File: src/hdl/sequencer_regs.vh
// Register map, field positions, reset values and timing for the sequencer
`ifndef SEQUENCER_REGS_VH
`define SEQUENCER_REGS_VH

// ****************************************************************
// Register bus
// ****************************************************************
`define ADDR_W          6
`define DATA_W          32
`define RDATA_PAD       24'h00_0000

// Register indices; byte address is four times the index
`define IDX_TIMER       6'h01
`define IDX_STATUS      6'h03
`define IDX_PORT_DATA   6'h06
`define IDX_PWRCTL      6'h08
`define IDX_WAKE_EN     6'h09
`define IDX_PULLDOWN    6'h0B
`define IDX_OPENDRAIN   6'h0C
`define IDX_PULLHIGH    6'h0D
`define IDX_IRQ_EN      6'h0E
`define IDX_IRQ_FLAG    6'h0F
`define IDX_PIN_DIR     6'h16

// ****************************************************************
// Field positions
// ****************************************************************
`define STAT_TIMEOUT    4
`define STAT_POWERDOWN  3
`define PWRCTL_WDOG_EN  7
`define PWRCTL_EXT_SEL  6
`define IRQ_GLOBAL      7
`define IRQ_EXT         2
`define IRQ_PINCHG      1
`define IRQ_TIMER       0

// ****************************************************************
// Reset values and masks
// ****************************************************************
`define BYTE_ONES       8'hFF
`define BYTE_ZERO       8'h00
`define STATUS_POR      8'h18
`define PWRCTL_RST      8'hA0
`define PWRCTL_MASK     8'hF0
`define IRQ_EN_MASK     8'h87
`define IRQ_FLAG_MASK   8'h07
`define TIMER_WRAP      8'hFF
`define IRQ_VECTOR      12'h008

// ****************************************************************
// Timing
// ****************************************************************
`define DELAY_DEF       19'h5_7E40
`define DELAY_W         19
`define OSC_EDGES       8'h80

`endif

File: src/hdl/settle_timer.v
// Power-up delay timer followed by the oscillator settle counter
`timescale 1ns/1ps
`include "sequencer_regs.vh"

module settle_timer #(
  parameter [`DELAY_W-1:0] DELAY_CYCLES = `DELAY_DEF
) (
  input  wire clk_i,
  input  wire rstn_i,
  input  wire ce_i,
  input  wire clear_i,
  input  wire osc_input_pin_i,
  input  wire osc_amp_ok_i,
  output wire done_o
);

  localparam [`DELAY_W-1:0] DELAY_LAST = DELAY_CYCLES - 1'b1;

  reg [`DELAY_W-1:0] delay_cnt_r;
  reg [7:0]          osc_cnt_r;
  reg                osc_prev_r;

  wire delay_done = (delay_cnt_r == DELAY_LAST);
  wire osc_done   = (osc_cnt_r == `OSC_EDGES);
  // Edges only count once the input swing crosses the thresholds
  wire osc_edge   = osc_input_pin_i & ~osc_prev_r & osc_amp_ok_i;

  // ****************************************************************
  // Counters
  // ****************************************************************
  always @(posedge clk_i) begin
    if (!rstn_i) begin
      delay_cnt_r <= {`DELAY_W{1'b0}};
      osc_cnt_r   <= `BYTE_ZERO;
      osc_prev_r  <= 1'b0;
    end else if (ce_i) begin
      osc_prev_r <= osc_input_pin_i;
      if (clear_i) begin
        delay_cnt_r <= {`DELAY_W{1'b0}};
        osc_cnt_r   <= `BYTE_ZERO;
      end else if (!delay_done) begin
        delay_cnt_r <= delay_cnt_r + 1'b1;
      end else if (!osc_done && osc_edge) begin
        osc_cnt_r <= osc_cnt_r + 1'b1;
      end
    end
  end

  assign done_o = delay_done & osc_done;

endmodule // settle_timer

File: src/hdl/reset_sleep_wake_sequencer.v
// Reset, sleep and wake-up sequencing with its register slave
`timescale 1ns/1ps
`include "sequencer_regs.vh"

// Summary of operation
// - Timer wrap from FFh to 00h sets the timer flag; enable masks it.
// - Enabled change on any watched port pin sets the pin-change flag.
// - Pin ignored when wake bit is 0, pin is output, or bit 0 is external.
// - External or pin-change source wakes sleep if enabled, regardless of global.
// - After wake resume next instruction; with global enable, vector to 008h.
// - Sleep clears power-down, sets timeout, clears watchdog, stops oscillator.
// - Pins keep their level and direction throughout sleep.
// - Reset pin or watchdog during sleep gives a full reset, not resume.
// - Wake-up waits the 18ms delay plus 128 oscillator cycles.
// - Reset comes from power-on, brown-out, reset pin or watchdog timeout.
// - Low supply detection holds reset for as long as it lasts.
// - After any reset an 18ms delay timer runs while reset is held.
// - Then 128 oscillator edges are counted once amplitude is adequate.
// - Reset event sets latch and clears timers; release after both finish.
// - Timeout and power-down flags follow the cause of each reset.
// - Power-down set at power-up, cleared by sleep; watchdog clears timeout.
// - Every reset loads direction, pull, open-drain, wake and irq defaults.
// - Timer count and undefined state survive any reset except power-on.
// - Non pin-change flags set regardless of mask; reads return flag AND enable.
// - Taken interrupt clears global enable and fetches from 008h.
// - External input select on bit 0 disables its change and wake function.
module reset_sleep_wake_sequencer #(
  parameter [`DELAY_W-1:0] DELAY_CYCLES = `DELAY_DEF,
  parameter [`DELAY_W-1:0] WDOG_CYCLES  = `DELAY_DEF
) (
  input  wire               clk_i,
  input  wire               rstn_i,
  input  wire               ce_i,
  input  wire [`ADDR_W-1:0] avs_address_i,
  input  wire               avs_read_i,
  input  wire               avs_write_i,
  input  wire [`DATA_W-1:0] avs_writedata_i,
  output wire [`DATA_W-1:0] avs_readdata_o,
  output wire               avs_waitrequest_o,
  input  wire               brownout_i,
  input  wire               external_reset_pin_n_i,
  input  wire               osc_input_pin_i,
  input  wire               osc_amp_ok_i,
  input  wire               instr_phase_i,
  input  wire               sleep_instr_i,
  input  wire               watchdog_clear_i,
  input  wire               timer_tick_i,
  input  wire [7:0]         second_port_pins_i,
  output wire [7:0]         second_port_out_o,
  output wire [7:0]         second_port_oe_o,
  output wire [7:0]         pull_high_ctl_o,
  output wire [7:0]         pull_down_ctl_o,
  output wire               core_reset_o,
  output wire               sleeping_o,
  output wire               osc_enable_o,
  output wire               resume_o,
  output wire               irq_vector_o
);

  // ****************************************************************
  // States and constants
  // ****************************************************************
  localparam [2:0] ST_HOLD   = 3'h0;
  localparam [2:0] ST_SETTLE = 3'h1;
  localparam [2:0] ST_RUN    = 3'h2;
  localparam [2:0] ST_SLEEP  = 3'h3;
  localparam [2:0] ST_WAKE   = 3'h4;

  localparam [`DELAY_W-1:0] WDOG_LAST = WDOG_CYCLES - 1'b1;

  // ****************************************************************
  // Declarations
  // ****************************************************************
  reg  [2:0]          state_r;
  reg  [2:0]          state_nxt;
  reg                 ack_r;
  reg  [7:0]          readdata_r;
  reg  [7:0]          rd_mux;
  reg  [`DELAY_W-1:0] watchdog_cnt_r;
  reg  [7:0]          timer_count_r;
  reg  [7:0]          status_r;
  reg  [7:0]          pwrctl_r;
  reg  [7:0]          pin_wake_enable_reg_r;
  reg  [7:0]          pulldown_r;
  reg  [7:0]          opendrain_r;
  reg  [7:0]          pullhigh_r;
  reg  [7:0]          pin_dir_r;
  reg  [7:0]          port_data_r;
  reg  [7:0]          change_ref_r;
  reg  [7:0]          irq_enable_reg_r;
  reg  [7:0]          irq_flag_reg_r;
  reg  [7:0]          pin_out_r;
  reg  [7:0]          pin_oe_r;
  reg                 pin0_prev_r;
  reg                 resume_r;
  reg                 vector_r;
  wire [7:0]          watched;
  wire [7:0]          changed;
  wire                settle_done;

  // ****************************************************************
  // Bus slave: one wait state, then the access is taken
  // ****************************************************************
  wire       bus_req  = avs_read_i | avs_write_i;
  wire       wr_take  = avs_write_i & ack_r;
  wire       rd_take  = avs_read_i & ack_r;
  wire [7:0] wdata    = avs_writedata_i[7:0];
  wire       wr_timer = wr_take & (avs_address_i == `IDX_TIMER);
  wire       wr_stat  = wr_take & (avs_address_i == `IDX_STATUS);
  wire       wr_port  = wr_take & (avs_address_i == `IDX_PORT_DATA);
  wire       wr_pwr   = wr_take & (avs_address_i == `IDX_PWRCTL);
  wire       wr_wake  = wr_take & (avs_address_i == `IDX_WAKE_EN);
  wire       wr_pdn   = wr_take & (avs_address_i == `IDX_PULLDOWN);
  wire       wr_od    = wr_take & (avs_address_i == `IDX_OPENDRAIN);
  wire       wr_phi   = wr_take & (avs_address_i == `IDX_PULLHIGH);
  wire       wr_ien   = wr_take & (avs_address_i == `IDX_IRQ_EN);
  wire       wr_flag  = wr_take & (avs_address_i == `IDX_IRQ_FLAG);
  wire       wr_dir   = wr_take & (avs_address_i == `IDX_PIN_DIR);
  wire       port_hit = (wr_take | rd_take) &
                        (avs_address_i == `IDX_PORT_DATA);

  // A frozen clock enable keeps the master waiting
  assign avs_waitrequest_o = bus_req & ~(ack_r & ce_i);
  assign avs_readdata_o    = {`RDATA_PAD, readdata_r};

  always @* begin
    case (avs_address_i)
      `IDX_TIMER:     rd_mux = timer_count_r;
      `IDX_STATUS:    rd_mux = status_r;
      `IDX_PORT_DATA: rd_mux = second_port_pins_i;
      `IDX_PWRCTL:    rd_mux = pwrctl_r;
      `IDX_WAKE_EN:   rd_mux = pin_wake_enable_reg_r;
      `IDX_PULLDOWN:  rd_mux = pulldown_r;
      `IDX_OPENDRAIN: rd_mux = opendrain_r;
      `IDX_PULLHIGH:  rd_mux = pullhigh_r;
      `IDX_IRQ_EN:    rd_mux = irq_enable_reg_r;
      `IDX_IRQ_FLAG:  rd_mux = irq_flag_reg_r & irq_enable_reg_r;
      `IDX_PIN_DIR:   rd_mux = pin_dir_r;
      default:        rd_mux = `BYTE_ZERO;
    endcase
  end

  // ****************************************************************
  // Event decode
  // ****************************************************************
  wire running  = (state_r == ST_RUN);
  wire asleep   = (state_r == ST_SLEEP) | (state_r == ST_WAKE);
  wire wdog_on  = pwrctl_r[`PWRCTL_WDOG_EN] & (running | asleep);
  wire wdog_to  = wdog_on & (watchdog_cnt_r == WDOG_LAST);
  // Brown-out is a level, so reset is held as long as supply is low
  wire rst_src  = brownout_i | ~external_reset_pin_n_i | wdog_to;
  wire rst_entry = rst_src & (state_r != ST_HOLD);
  wire reg_reset = rst_src | (state_r == ST_HOLD);
  wire ext_sel  = pwrctl_r[`PWRCTL_EXT_SEL];
  wire sleep_go = running & sleep_instr_i & ~rst_src;

  genvar i;
  generate
    for (i = 0; i < 8; i = i + 1) begin : g_watch
      assign watched[i] = pin_wake_enable_reg_r[i] & pin_dir_r[i] &
                          ~((i == 0) & ext_sel);
      assign changed[i] = watched[i] &
                          (second_port_pins_i[i] ^ change_ref_r[i]);
    end
  endgenerate

  wire pinchg_set = (|changed) & irq_enable_reg_r[`IRQ_PINCHG];
  wire ext_set    = ext_sel & second_port_pins_i[0] & ~pin0_prev_r;
  wire timer_set  = running & timer_tick_i &
                    (timer_count_r == `TIMER_WRAP);
  wire [2:0] flag_set = {ext_set, pinchg_set, timer_set};
  wire [2:0] armed    = irq_flag_reg_r[2:0] & irq_enable_reg_r[2:0];
  wire global_en      = irq_enable_reg_r[`IRQ_GLOBAL];
  // Only the external and pin-change sources can wake the part
  wire wake_req  = armed[`IRQ_EXT] | armed[`IRQ_PINCHG];
  wire take_irq  = running & global_en & (|armed) & ~rst_src;
  wire release_ok = settle_done & instr_phase_i;
  wire wake_done = (state_r == ST_WAKE) & release_ok & ~rst_src;

  // ****************************************************************
  // Sequencer
  // ****************************************************************
  always @* begin
    state_nxt = state_r;
    case (state_r)
      ST_HOLD:   if (!rst_src) state_nxt = ST_SETTLE;
      ST_SETTLE: if (release_ok) state_nxt = ST_RUN;
      ST_RUN:    if (sleep_instr_i) state_nxt = ST_SLEEP;
      ST_SLEEP:  if (wake_req) state_nxt = ST_WAKE;
      ST_WAKE:   if (release_ok) state_nxt = ST_RUN;
      default:   state_nxt = ST_HOLD;
    endcase
    // Any reset source, also from sleep, restarts the sequence
    if (rst_src) begin
      state_nxt = ST_HOLD;
    end
  end

  // Timers only count while the latch waits or the part wakes
  settle_timer #(
    .DELAY_CYCLES    (DELAY_CYCLES)
  ) u_settle (
    .clk_i           (clk_i),
    .rstn_i          (rstn_i),
    .ce_i            (ce_i),
    .clear_i         ((state_r != ST_SETTLE) & (state_r != ST_WAKE)),
    .osc_input_pin_i (osc_input_pin_i),
    .osc_amp_ok_i    (osc_amp_ok_i),
    .done_o          (settle_done)
  );

  always @(posedge clk_i) begin
    if (!rstn_i) begin
      state_r        <= ST_HOLD;
      ack_r          <= 1'b0;
      readdata_r     <= `BYTE_ZERO;
      watchdog_cnt_r <= {`DELAY_W{1'b0}};
      resume_r       <= 1'b0;
      vector_r       <= 1'b0;
      pin0_prev_r    <= 1'b0;
    end else if (ce_i) begin
      state_r     <= state_nxt;
      ack_r       <= bus_req & ~ack_r;
      pin0_prev_r <= second_port_pins_i[0];
      if (avs_read_i && !ack_r) begin
        readdata_r <= rd_mux;
      end
      // Watchdog keeps running through sleep, restarted on entry
      if (reg_reset || sleep_go || watchdog_clear_i || !wdog_on) begin
        watchdog_cnt_r <= {`DELAY_W{1'b0}};
      end else begin
        watchdog_cnt_r <= watchdog_cnt_r + 1'b1;
      end
      resume_r <= wake_done & ~global_en;
      vector_r <= take_irq | (wake_done & global_en);
    end
  end

  // ****************************************************************
  // Status flags
  // ****************************************************************
  always @(posedge clk_i) begin
    if (!rstn_i) begin
      status_r <= `STATUS_POR;
    end else if (ce_i) begin
      if (wr_stat) begin
        status_r[7:5] <= wdata[7:5];
        status_r[2:0] <= wdata[2:0];
      end
      if (rst_entry) begin
        status_r[7:5] <= 3'h0;
        if (brownout_i) begin
          status_r[`STAT_TIMEOUT]   <= 1'b1;
          status_r[`STAT_POWERDOWN] <= 1'b1;
        end else if (wdog_to) begin
          status_r[`STAT_TIMEOUT]   <= 1'b0;
          status_r[`STAT_POWERDOWN] <= ~asleep;
        end else if (asleep) begin
          status_r[`STAT_TIMEOUT]   <= 1'b1;
          status_r[`STAT_POWERDOWN] <= 1'b0;
        end
      end else if (sleep_go) begin
        status_r[`STAT_TIMEOUT]   <= 1'b1;
        status_r[`STAT_POWERDOWN] <= 1'b0;
      end else if (running && watchdog_clear_i) begin
        status_r[`STAT_TIMEOUT]   <= 1'b1;
        status_r[`STAT_POWERDOWN] <= 1'b1;
      end
    end
  end

  // ****************************************************************
  // Configuration and interrupt registers
  // ****************************************************************
  always @(posedge clk_i) begin
    if (!rstn_i) begin
      timer_count_r <= `BYTE_ZERO;
      port_data_r   <= `BYTE_ZERO;
      change_ref_r  <= `BYTE_ZERO;
    end else if (ce_i) begin
      // No reload on reset: contents survive all but power-on
      if (wr_timer) begin
        timer_count_r <= wdata;
      end else if (running && timer_tick_i) begin
        timer_count_r <= timer_count_r + 1'b1;
      end
      if (wr_port) begin
        port_data_r <= wdata;
      end
      // The reference is only refreshed by a port data access
      if (port_hit) begin
        change_ref_r <= second_port_pins_i;
      end
    end
  end

  always @(posedge clk_i) begin
    if (!rstn_i || (ce_i && reg_reset)) begin
      pwrctl_r              <= `PWRCTL_RST;
      pin_wake_enable_reg_r <= `BYTE_ZERO;
      pulldown_r            <= `BYTE_ONES;
      opendrain_r           <= `BYTE_ZERO;
      pullhigh_r            <= `BYTE_ONES;
      pin_dir_r             <= `BYTE_ONES;
      irq_enable_reg_r      <= `BYTE_ZERO;
      irq_flag_reg_r        <= `BYTE_ZERO;
    end else if (ce_i) begin
      if (wr_pwr) pwrctl_r <= wdata & `PWRCTL_MASK;
      if (wr_wake) pin_wake_enable_reg_r <= wdata;
      if (wr_pdn) pulldown_r <= wdata;
      if (wr_od) opendrain_r <= wdata;
      if (wr_phi) pullhigh_r <= wdata;
      if (wr_dir) pin_dir_r <= wdata;
      if (wr_ien) begin
        irq_enable_reg_r <= wdata & `IRQ_EN_MASK;
      end
      if (take_irq || wake_done) begin
        irq_enable_reg_r[`IRQ_GLOBAL] <= 1'b0;
      end
      // A flag event in the clearing cycle wins over the clear
      irq_flag_reg_r <= ((wr_flag ? wdata : irq_flag_reg_r) |
                         {5'h00, flag_set}) & `IRQ_FLAG_MASK;
    end
  end

  // ****************************************************************
  // Pin drive, frozen while asleep
  // ****************************************************************
  always @(posedge clk_i) begin
    if (!rstn_i) begin
      pin_out_r <= `BYTE_ZERO;
      pin_oe_r  <= `BYTE_ZERO;
    end else if (ce_i && !asleep) begin
      pin_out_r <= port_data_r;
      pin_oe_r  <= ~pin_dir_r & ~(opendrain_r & port_data_r);
    end
  end

  // ****************************************************************
  // Outputs
  // ****************************************************************
  assign second_port_out_o = pin_out_r;
  assign second_port_oe_o  = pin_oe_r;
  assign pull_high_ctl_o   = pullhigh_r;
  assign pull_down_ctl_o   = pulldown_r;
  // Latch covers the hold, delay and settle phases
  assign core_reset_o      = (state_r == ST_HOLD) |
                             (state_r == ST_SETTLE);
  assign sleeping_o        = asleep;
  assign osc_enable_o      = (state_r != ST_SLEEP);
  assign resume_o          = resume_r;
  assign irq_vector_o      = vector_r;

endmodule // reset_sleep_wake_sequencer

File: config.mk
export PLATFORM = sky130hd
export DESIGN_NAME = reset_sleep_wake_sequencer
export DESIGN_NICKNAME = d
export VERILOG_FILES = /design/src/hdl/settle_timer.v /design/src/hdl/reset_sleep_wake_sequencer.v
export VERILOG_INCLUDE_DIRS = /design/src /design/src/hdl
export SDC_FILE = /design/constraint.sdc
export NUM_CORES = 1
export LEC_CHECK = 0
export BUFFER_PORTS_ARGS = -buffer_cell sky130_fd_sc_hd__buf_2
export CAP_MARGIN = 25
export CORE_UTILIZATION = 30
export CTS_CLUSTER_DIAMETER = 150
export CTS_CLUSTER_SIZE = 40
export DETAILED_ROUTE_END_ITERATION = 8
export GPL_TIMING_DRIVEN = 0
export SLEW_MARGIN = 25
export SYNTH_ARGS = -nofsm -noshare
export SYNTH_HDL_FRONTEND = slang
export SYNTH_SLANG_ARGS = --single-unit
File: constraint.sdc
create_clock -name clk_i -period 5 [get_ports clk_i]
set_input_delay 0.25 -clock clk_i [delete_from_list [all_inputs] [get_ports clk_i]]
set_output_delay 0.25 -clock clk_i [all_outputs]
set_load 0.02 [all_outputs]
==> results of run 1 <==
layout make-up:
cell class / instances / area share (%)
buffer: 80 / 4.881
inverter: 13 / 0.5230
clock buffer: 20 / 4.680
tap: 335 / 4.492
clock inverter: 12 / 1.301
antenna: 1 / 0.02682
sequential: 161 / 34.54
timing repair buffer: 70 / 3.755
multi-input combinational: 719 / 45.80
worst paths after layout:
path	endpoint	slack, ns
hold / removal	change_ref_r[6]	0.10
setup reg to reg	u_settle.delay_cnt_r[10]	2.48
setup / recovery	u_settle.delay_cnt_r[10]	2.48
hold reg to reg	second_port_out_o[2]	0.46
logic make-up after synthesis:
kind of cell             after synthesis  synth area share, %
AO/OA/AOI/OAI                        168                13.73
XOR/XNOR                              52                5.763
adder cells (fa/ha/maj)                5               0.7916
buffers and inverters                 93                6.380
flip-flops                           161                40.79
multiplexers                          34                4.307
other                                  1              0.04745
AND/OR/NAND/NOR                      436                28.20
report_power, final:
part,leakage (uW),internal [uW],switching [uW]
Sequential,0.00130,1290,4.22
Clock,0.000264,695,564
Combinational,0.00186,57.3,137
state kept, by name (all words and copies together), names as in the netlist, 8 cells and up:
register	count
pull_high_ctl_o	8
port_data_r	8
pin_dir_r	8
pull_down_ctl_o	8
readdata_r	8
watchdog_cnt_r	19
timer_count_r	8
second_port_oe_o	8
u_settle.osc_cnt_r	8
pin_wake_enable_reg_r	8
opendrain_r	8
u_settle.delay_cnt_r	19
status_r	8
change_ref_r	8
second_port_out_o	8
critical path: cells and delay by family, from the launching register on:
family	cells	cell delay (ns)
compound gates	1	0.14
xor+xnor	1	0.19
fa+ha+maj	1	0.24
buf+inv	3	0.93
flops	1	0.35
simple gates	4	0.53
metrics by stage:
stage	cell area (sq um)	util (%)
after global placement	8758	33.71
after CTS	9321	35.87
final	9330	35.91
after detailed placement	8763	33.73
after global routing	9330	35.91
after floorplan	7989	-
routing by layer:
layer	GRT usage (%)	wire length (um)	vias to the layer above
met1	25.70	11540	3438
met4	6.608	546	0
met5	0	0	-
li1	-	-	3536
met2	29.94	11640	235
met3	3.384	1467	37
cells in the mapped netlist, drive strengths merged (14+ instances only):
master | n | area, sq um
a21oi | 71 | 355.3
buf | 41 | 307.8
clkbuf | 39 | 147.6
dfxtp | 161 | 3223
mux2i | 34 | 340.3
nand2 | 124 | 488.0
nand3 | 101 | 570.5
nand4 | 23 | 143.9
nor2 | 105 | 404.1
nor3 | 14 | 86.34
o21ai | 28 | 162.7
xor2 | 45 | 394.1
==> out/metrics.cfg, run 1 <==
[final_layout]
finalNonFillerCells=1411
layout_commonest_cell=dfxtp_1
regArea_sq_um=3223
final_cell_mix=161 x dfxtp_1, 115 x nand2_1, 103 x nor2_1
drive_gt1_share_pct=16.93
final_nets=1126
nFillCells=2742
multi_input_area_sq_um=4273
syn_to_final_growth_pct=18.07

[power_and_ir_drop]
power.total_uw=2745
ir_drop_mv=0.2231
p_leak_uw=0.003425
power_density_nw_per_um2=294.2

[logic_synthesis]
ys.flop_type=dfxtp_1
synthArstFlopShare_pct=0
synth-seq-cells=161
synthesis.area_sq_um=7903
yosysWarnings=0
synth.distinct_cells=78
ys_seq_area_share_pct=40.79
syn_inst=950
synth.avg_cell_area_sq_um=8.319
synth-edff-count=0

[sta]
fmax_mhz=396.7
rsz0062_at_grt=no
relSlewSlack_pct=34.47
period_share_pct=50.41
hold_violations=0
slew_violations=0
timing.final.crit_period_ns=2.521
worstMarginPinSlew_ns=0.9809
whs_ns=0.1023
finalSetupViolations=0
finClkSkew_ns=0.01127
worst_slack_ns=2.479
timing.setup.tns_ns=0

[flow_run]
max_cap_violations=0

[hold_path]
hp-class=in -> reg
hp-start=second_port_pins_i[6]
hold_depth=3

[die]
core.rowCount=59
start_util_pct=30.41
chipWidth_um=164.3
dieArea_sq_um=26990
ios=129
coreArea_sq_um=25980
die_y_um=164.3

[clocking]
cts_root_buf=clkbuf_16
cts_resized=0
clk_latency_ns=0.43
cts_max_level=4
cts_tree=yes
clkTransAtPathRegs_ns=0.07
cts_hold_buf=0
clk_path_buf_depth=2
cts_setup_buffers=0
cts_inserted_buffers=17
clock_sinks=161

[placed_design]
post-place-ws_ns=2.407
placed_cells=1378
place.gp.congestion=0.9013
hpwl_um=18480
port_buffers=70

[route]
drc=0
drt-total-wl_um=25200
viasPerCell=5.135
drt_iter0_drc=605
via_count=7246
post_drt_wl_per_cell_um=17.86
first_pass_iters=5
ant_nets=0

[worst_setup_path]
end_kind=flip-flop
cp_max_fo=10
worst_path_max_delay_cell=clkbuf_1
cp-startpoint=u_settle.delay_cnt_r[0]
critPathArrivalTime_ns=2.83
crit_top_cell=clkbuf_1
start_kind=flip-flop
r2r-start=u_settle.delay_cnt_r[0]
path_cells=ha_1 > and4_1 > buf_4 > nand4_1 > o41a_1 > clkbuf_1 > clkbuf_1 > nand3_1 > xor2_1 > nor2_1
setup.worst_path.class=reg -> reg
reg2reg_depth=10
required_ns=5.31
cpPeakStageDelay_ns=0.41

[global_route]
grt_max_degree=17
antenna_found_initial=1
grt.total_usage_pct=18.93
overflow=0
grt_pass1_vias=6590
grt_pass1_wl_um=38590

[run_status]
status=completed

Note: power is estimated with default switching activity, not from simulation.
==> run 2, diff against run 1 <==
- clock period: 5 -> 2.3 ns (I/O delays scaled with it)
==> out/metrics.cfg, run 2 (synthesis gave the netlist of run 1 again) <==
[run_status]
status=completed

[route]
first_pass_iters=5  ; unchanged
viasPerCell=5.163  ; +0.54%
post_drt_wl_per_cell_um=17.94  ; +0.44%
drt_iter0_drc=634  ; +4.8%
drt-total-wl_um=25600  ; +1.6%
via_count=7368  ; +1.7%
ant_nets=0  ; unchanged
drc=0  ; unchanged

[flow_run]
max_cap_violations=0  ; unchanged

[placed_design]
place_area_sq_um=8763  ; unchanged
place.gp.congestion=0.9013  ; unchanged
hpwl_um=18480  ; unchanged
port_buffers=70  ; unchanged
post-place-ws_ns=-0.1641  ; -2.572 ns

[global_route]
overflow=0  ; unchanged
grt_max_degree=17  ; unchanged
grt_pass1_vias=6635  ; +0.68%
antenna_found_initial=1  ; unchanged
grt_pass1_wl_um=38720  ; +0.32%
grt.total_usage_pct=18.98  ; +0.043 points

[final_layout]
final_nets=1142  ; +1.4%
layout_commonest_cell=dfxtp_1
syn_to_final_growth_pct=21.07
reg_top3=u_settle.delay_cnt_r: 19 flops, watchdog_cnt_r: 19 flops
post-route-util_pct=36.82  ; +0.91 points
final_cell_mix=158 x dfxtp_1, 115 x nand2_1, 103 x nor2_1
final_area_sq_um=9568  ; +2.5%
drive_gt1_share_pct=18.97  ; +2.0 points

[die]
ios=129  ; unchanged
die_y_um=164.3  ; unchanged
dieArea_sq_um=26990  ; unchanged
chipWidth_um=164.3  ; unchanged
start_util_pct=30.41  ; unchanged
coreArea_sq_um=25980  ; unchanged
core.rowCount=59  ; unchanged

[clocking]
clock_sinks=161  ; unchanged
cts_tree=yes
cts_max_level=4  ; unchanged
clkTransAtPathRegs_ns=0.07  ; about the same
clk_path_buf_depth=2  ; unchanged
cts_root_buf=clkbuf_16
cts_inserted_buffers=17  ; unchanged
clk_latency_ns=0.43  ; about the same

[hold_path]
hp-class=in -> reg

[worst_setup_path]
setup.worst_path.class=reg -> reg
required_ns=2.65  ; -2.66 ns
cp_max_fo=5  ; -5
critPathArrivalTime_ns=2.59  ; -0.24 ns
start_kind=flip-flop
end_kind=flip-flop

[sta]
worst_slack_ns=0.06519  ; -2.414 ns
fmax_mhz=447.5  ; +13%
period_share_pct=97.17  ; +47 points
finalSetupViolations=0  ; unchanged
timing.final.crit_period_ns=2.235  ; -0.2858 ns
slew_violations=0  ; unchanged
hold_violations=0  ; unchanged
timing.setup.tns_ns=0  ; unchanged
worstMarginPinSlew_ns=1.063  ; +0.08201 ns
relSlewSlack_pct=28.99  ; -5.5 points
finClkSkew_ns=0.01014  ; -0.001129 ns

[power_and_ir_drop]
ir_drop_mv=0.4852  ; +120%
p_sw_uw=1538  ; +120%
p_int_uw=4453  ; +120%
power_density_nw_per_um2=626.2  ; +110%
p_leak_uw=0.003541  ; +3.4%
sw_frac_of_total_pct=25.67  ; about the same
power.total_uw=5992  ; +120%
clkPwrFrac_pct=45.6  ; -0.3 points
pwr-share-seq_pct=46.8  ; -0.2 points
comb_power_share_pct=7.6  ; +0.5 points

run 2: cell count changes in the layout (fill, tap and decap cells not counted), moves of 3 or more:
cell and delta:
buf_4 +7, dlygate4sd3_1 +6, buf_6 +5, clkbuf_1 -5, dfxtp_1 -3, or3_1 -3
or3_4 +3
run 2: cell type report:
cell class | count | area (sq um)
Fill cell | 2717 | 16420
Multi-Input combinational cell | 720 | 4337
Sequential cell | 161 | 3232
Timing Repair Buffer | 87 | 500.5
Buffer | 78 | 470.5
Clock buffer | 20 | 436.7
Tap cell | 335 | 419.2
Clock inverter | 12 | 121.4
Inverter | 13 | 48.80
Antenna cell | 1 | 2.502
run 2: repair_timing:
action | 4_1_cts | 5_1_grt
pin swaps | 3 | 5
gates resized for setup | 16 | 17
setup buffers | 2 | 7
hold endpoints to repair | 6 | 0
cloned | 0 | 3
endpoints found under the setup margin | 61 | 66
hold buffers | 6 | 0
run 2: worst paths after layout:
path,start,endpoint,slack (ns),cells past startpoint
min reg2reg,second_port_out_o[2],second_port_out_o[2],0.45,2
max,u_settle.delay_cnt_r[0],resume_o,0.07,8
min,second_port_pins_i[1],change_ref_r[1],0.01,3
max reg2reg,u_settle.delay_cnt_r[0],resume_o,0.07,8
run 2: layer usage:
layer / vias to the layer above / global-route usage (%) / share of wire, %
met5: - / 0 / 0
met4: 0 / 6.608 / 2.4
met3: 44 / 3.384 / 7.0
met2: 270 / 30.07 / 46
met1: 3489 / 25.71 / 44
li1: 3565 / - / -
run 2: power by group through the flow:
stage	sequential, uW	clock [uW]	combinational [uW]
detailed placement	2870	0	417
finish	2810	2730	453
floorplan	2870	0	263
global placement	2870	0	417
global route	2810	2890	485
CTS	2810	2770	432
run 2: worst max-delay path: stages, from the launching register on:
cell     delay [ns]
dfxtp_4        0.37
ha_4           0.14
and4_1         0.20
buf_6          0.12
nand2_2        0.07
or3_4          0.38
or3_4          0.38
or3_4          0.36
a21oi_2        0.14
run 2: through the flow:
step	hold slack, ns	instances
final	0.01225	1427
after CTS	0.005429	1416
after global routing	0.01640	1427
after detailed placement	0.3968	1378
after floorplan	0.2587	973
after global placement	0.3941	1378
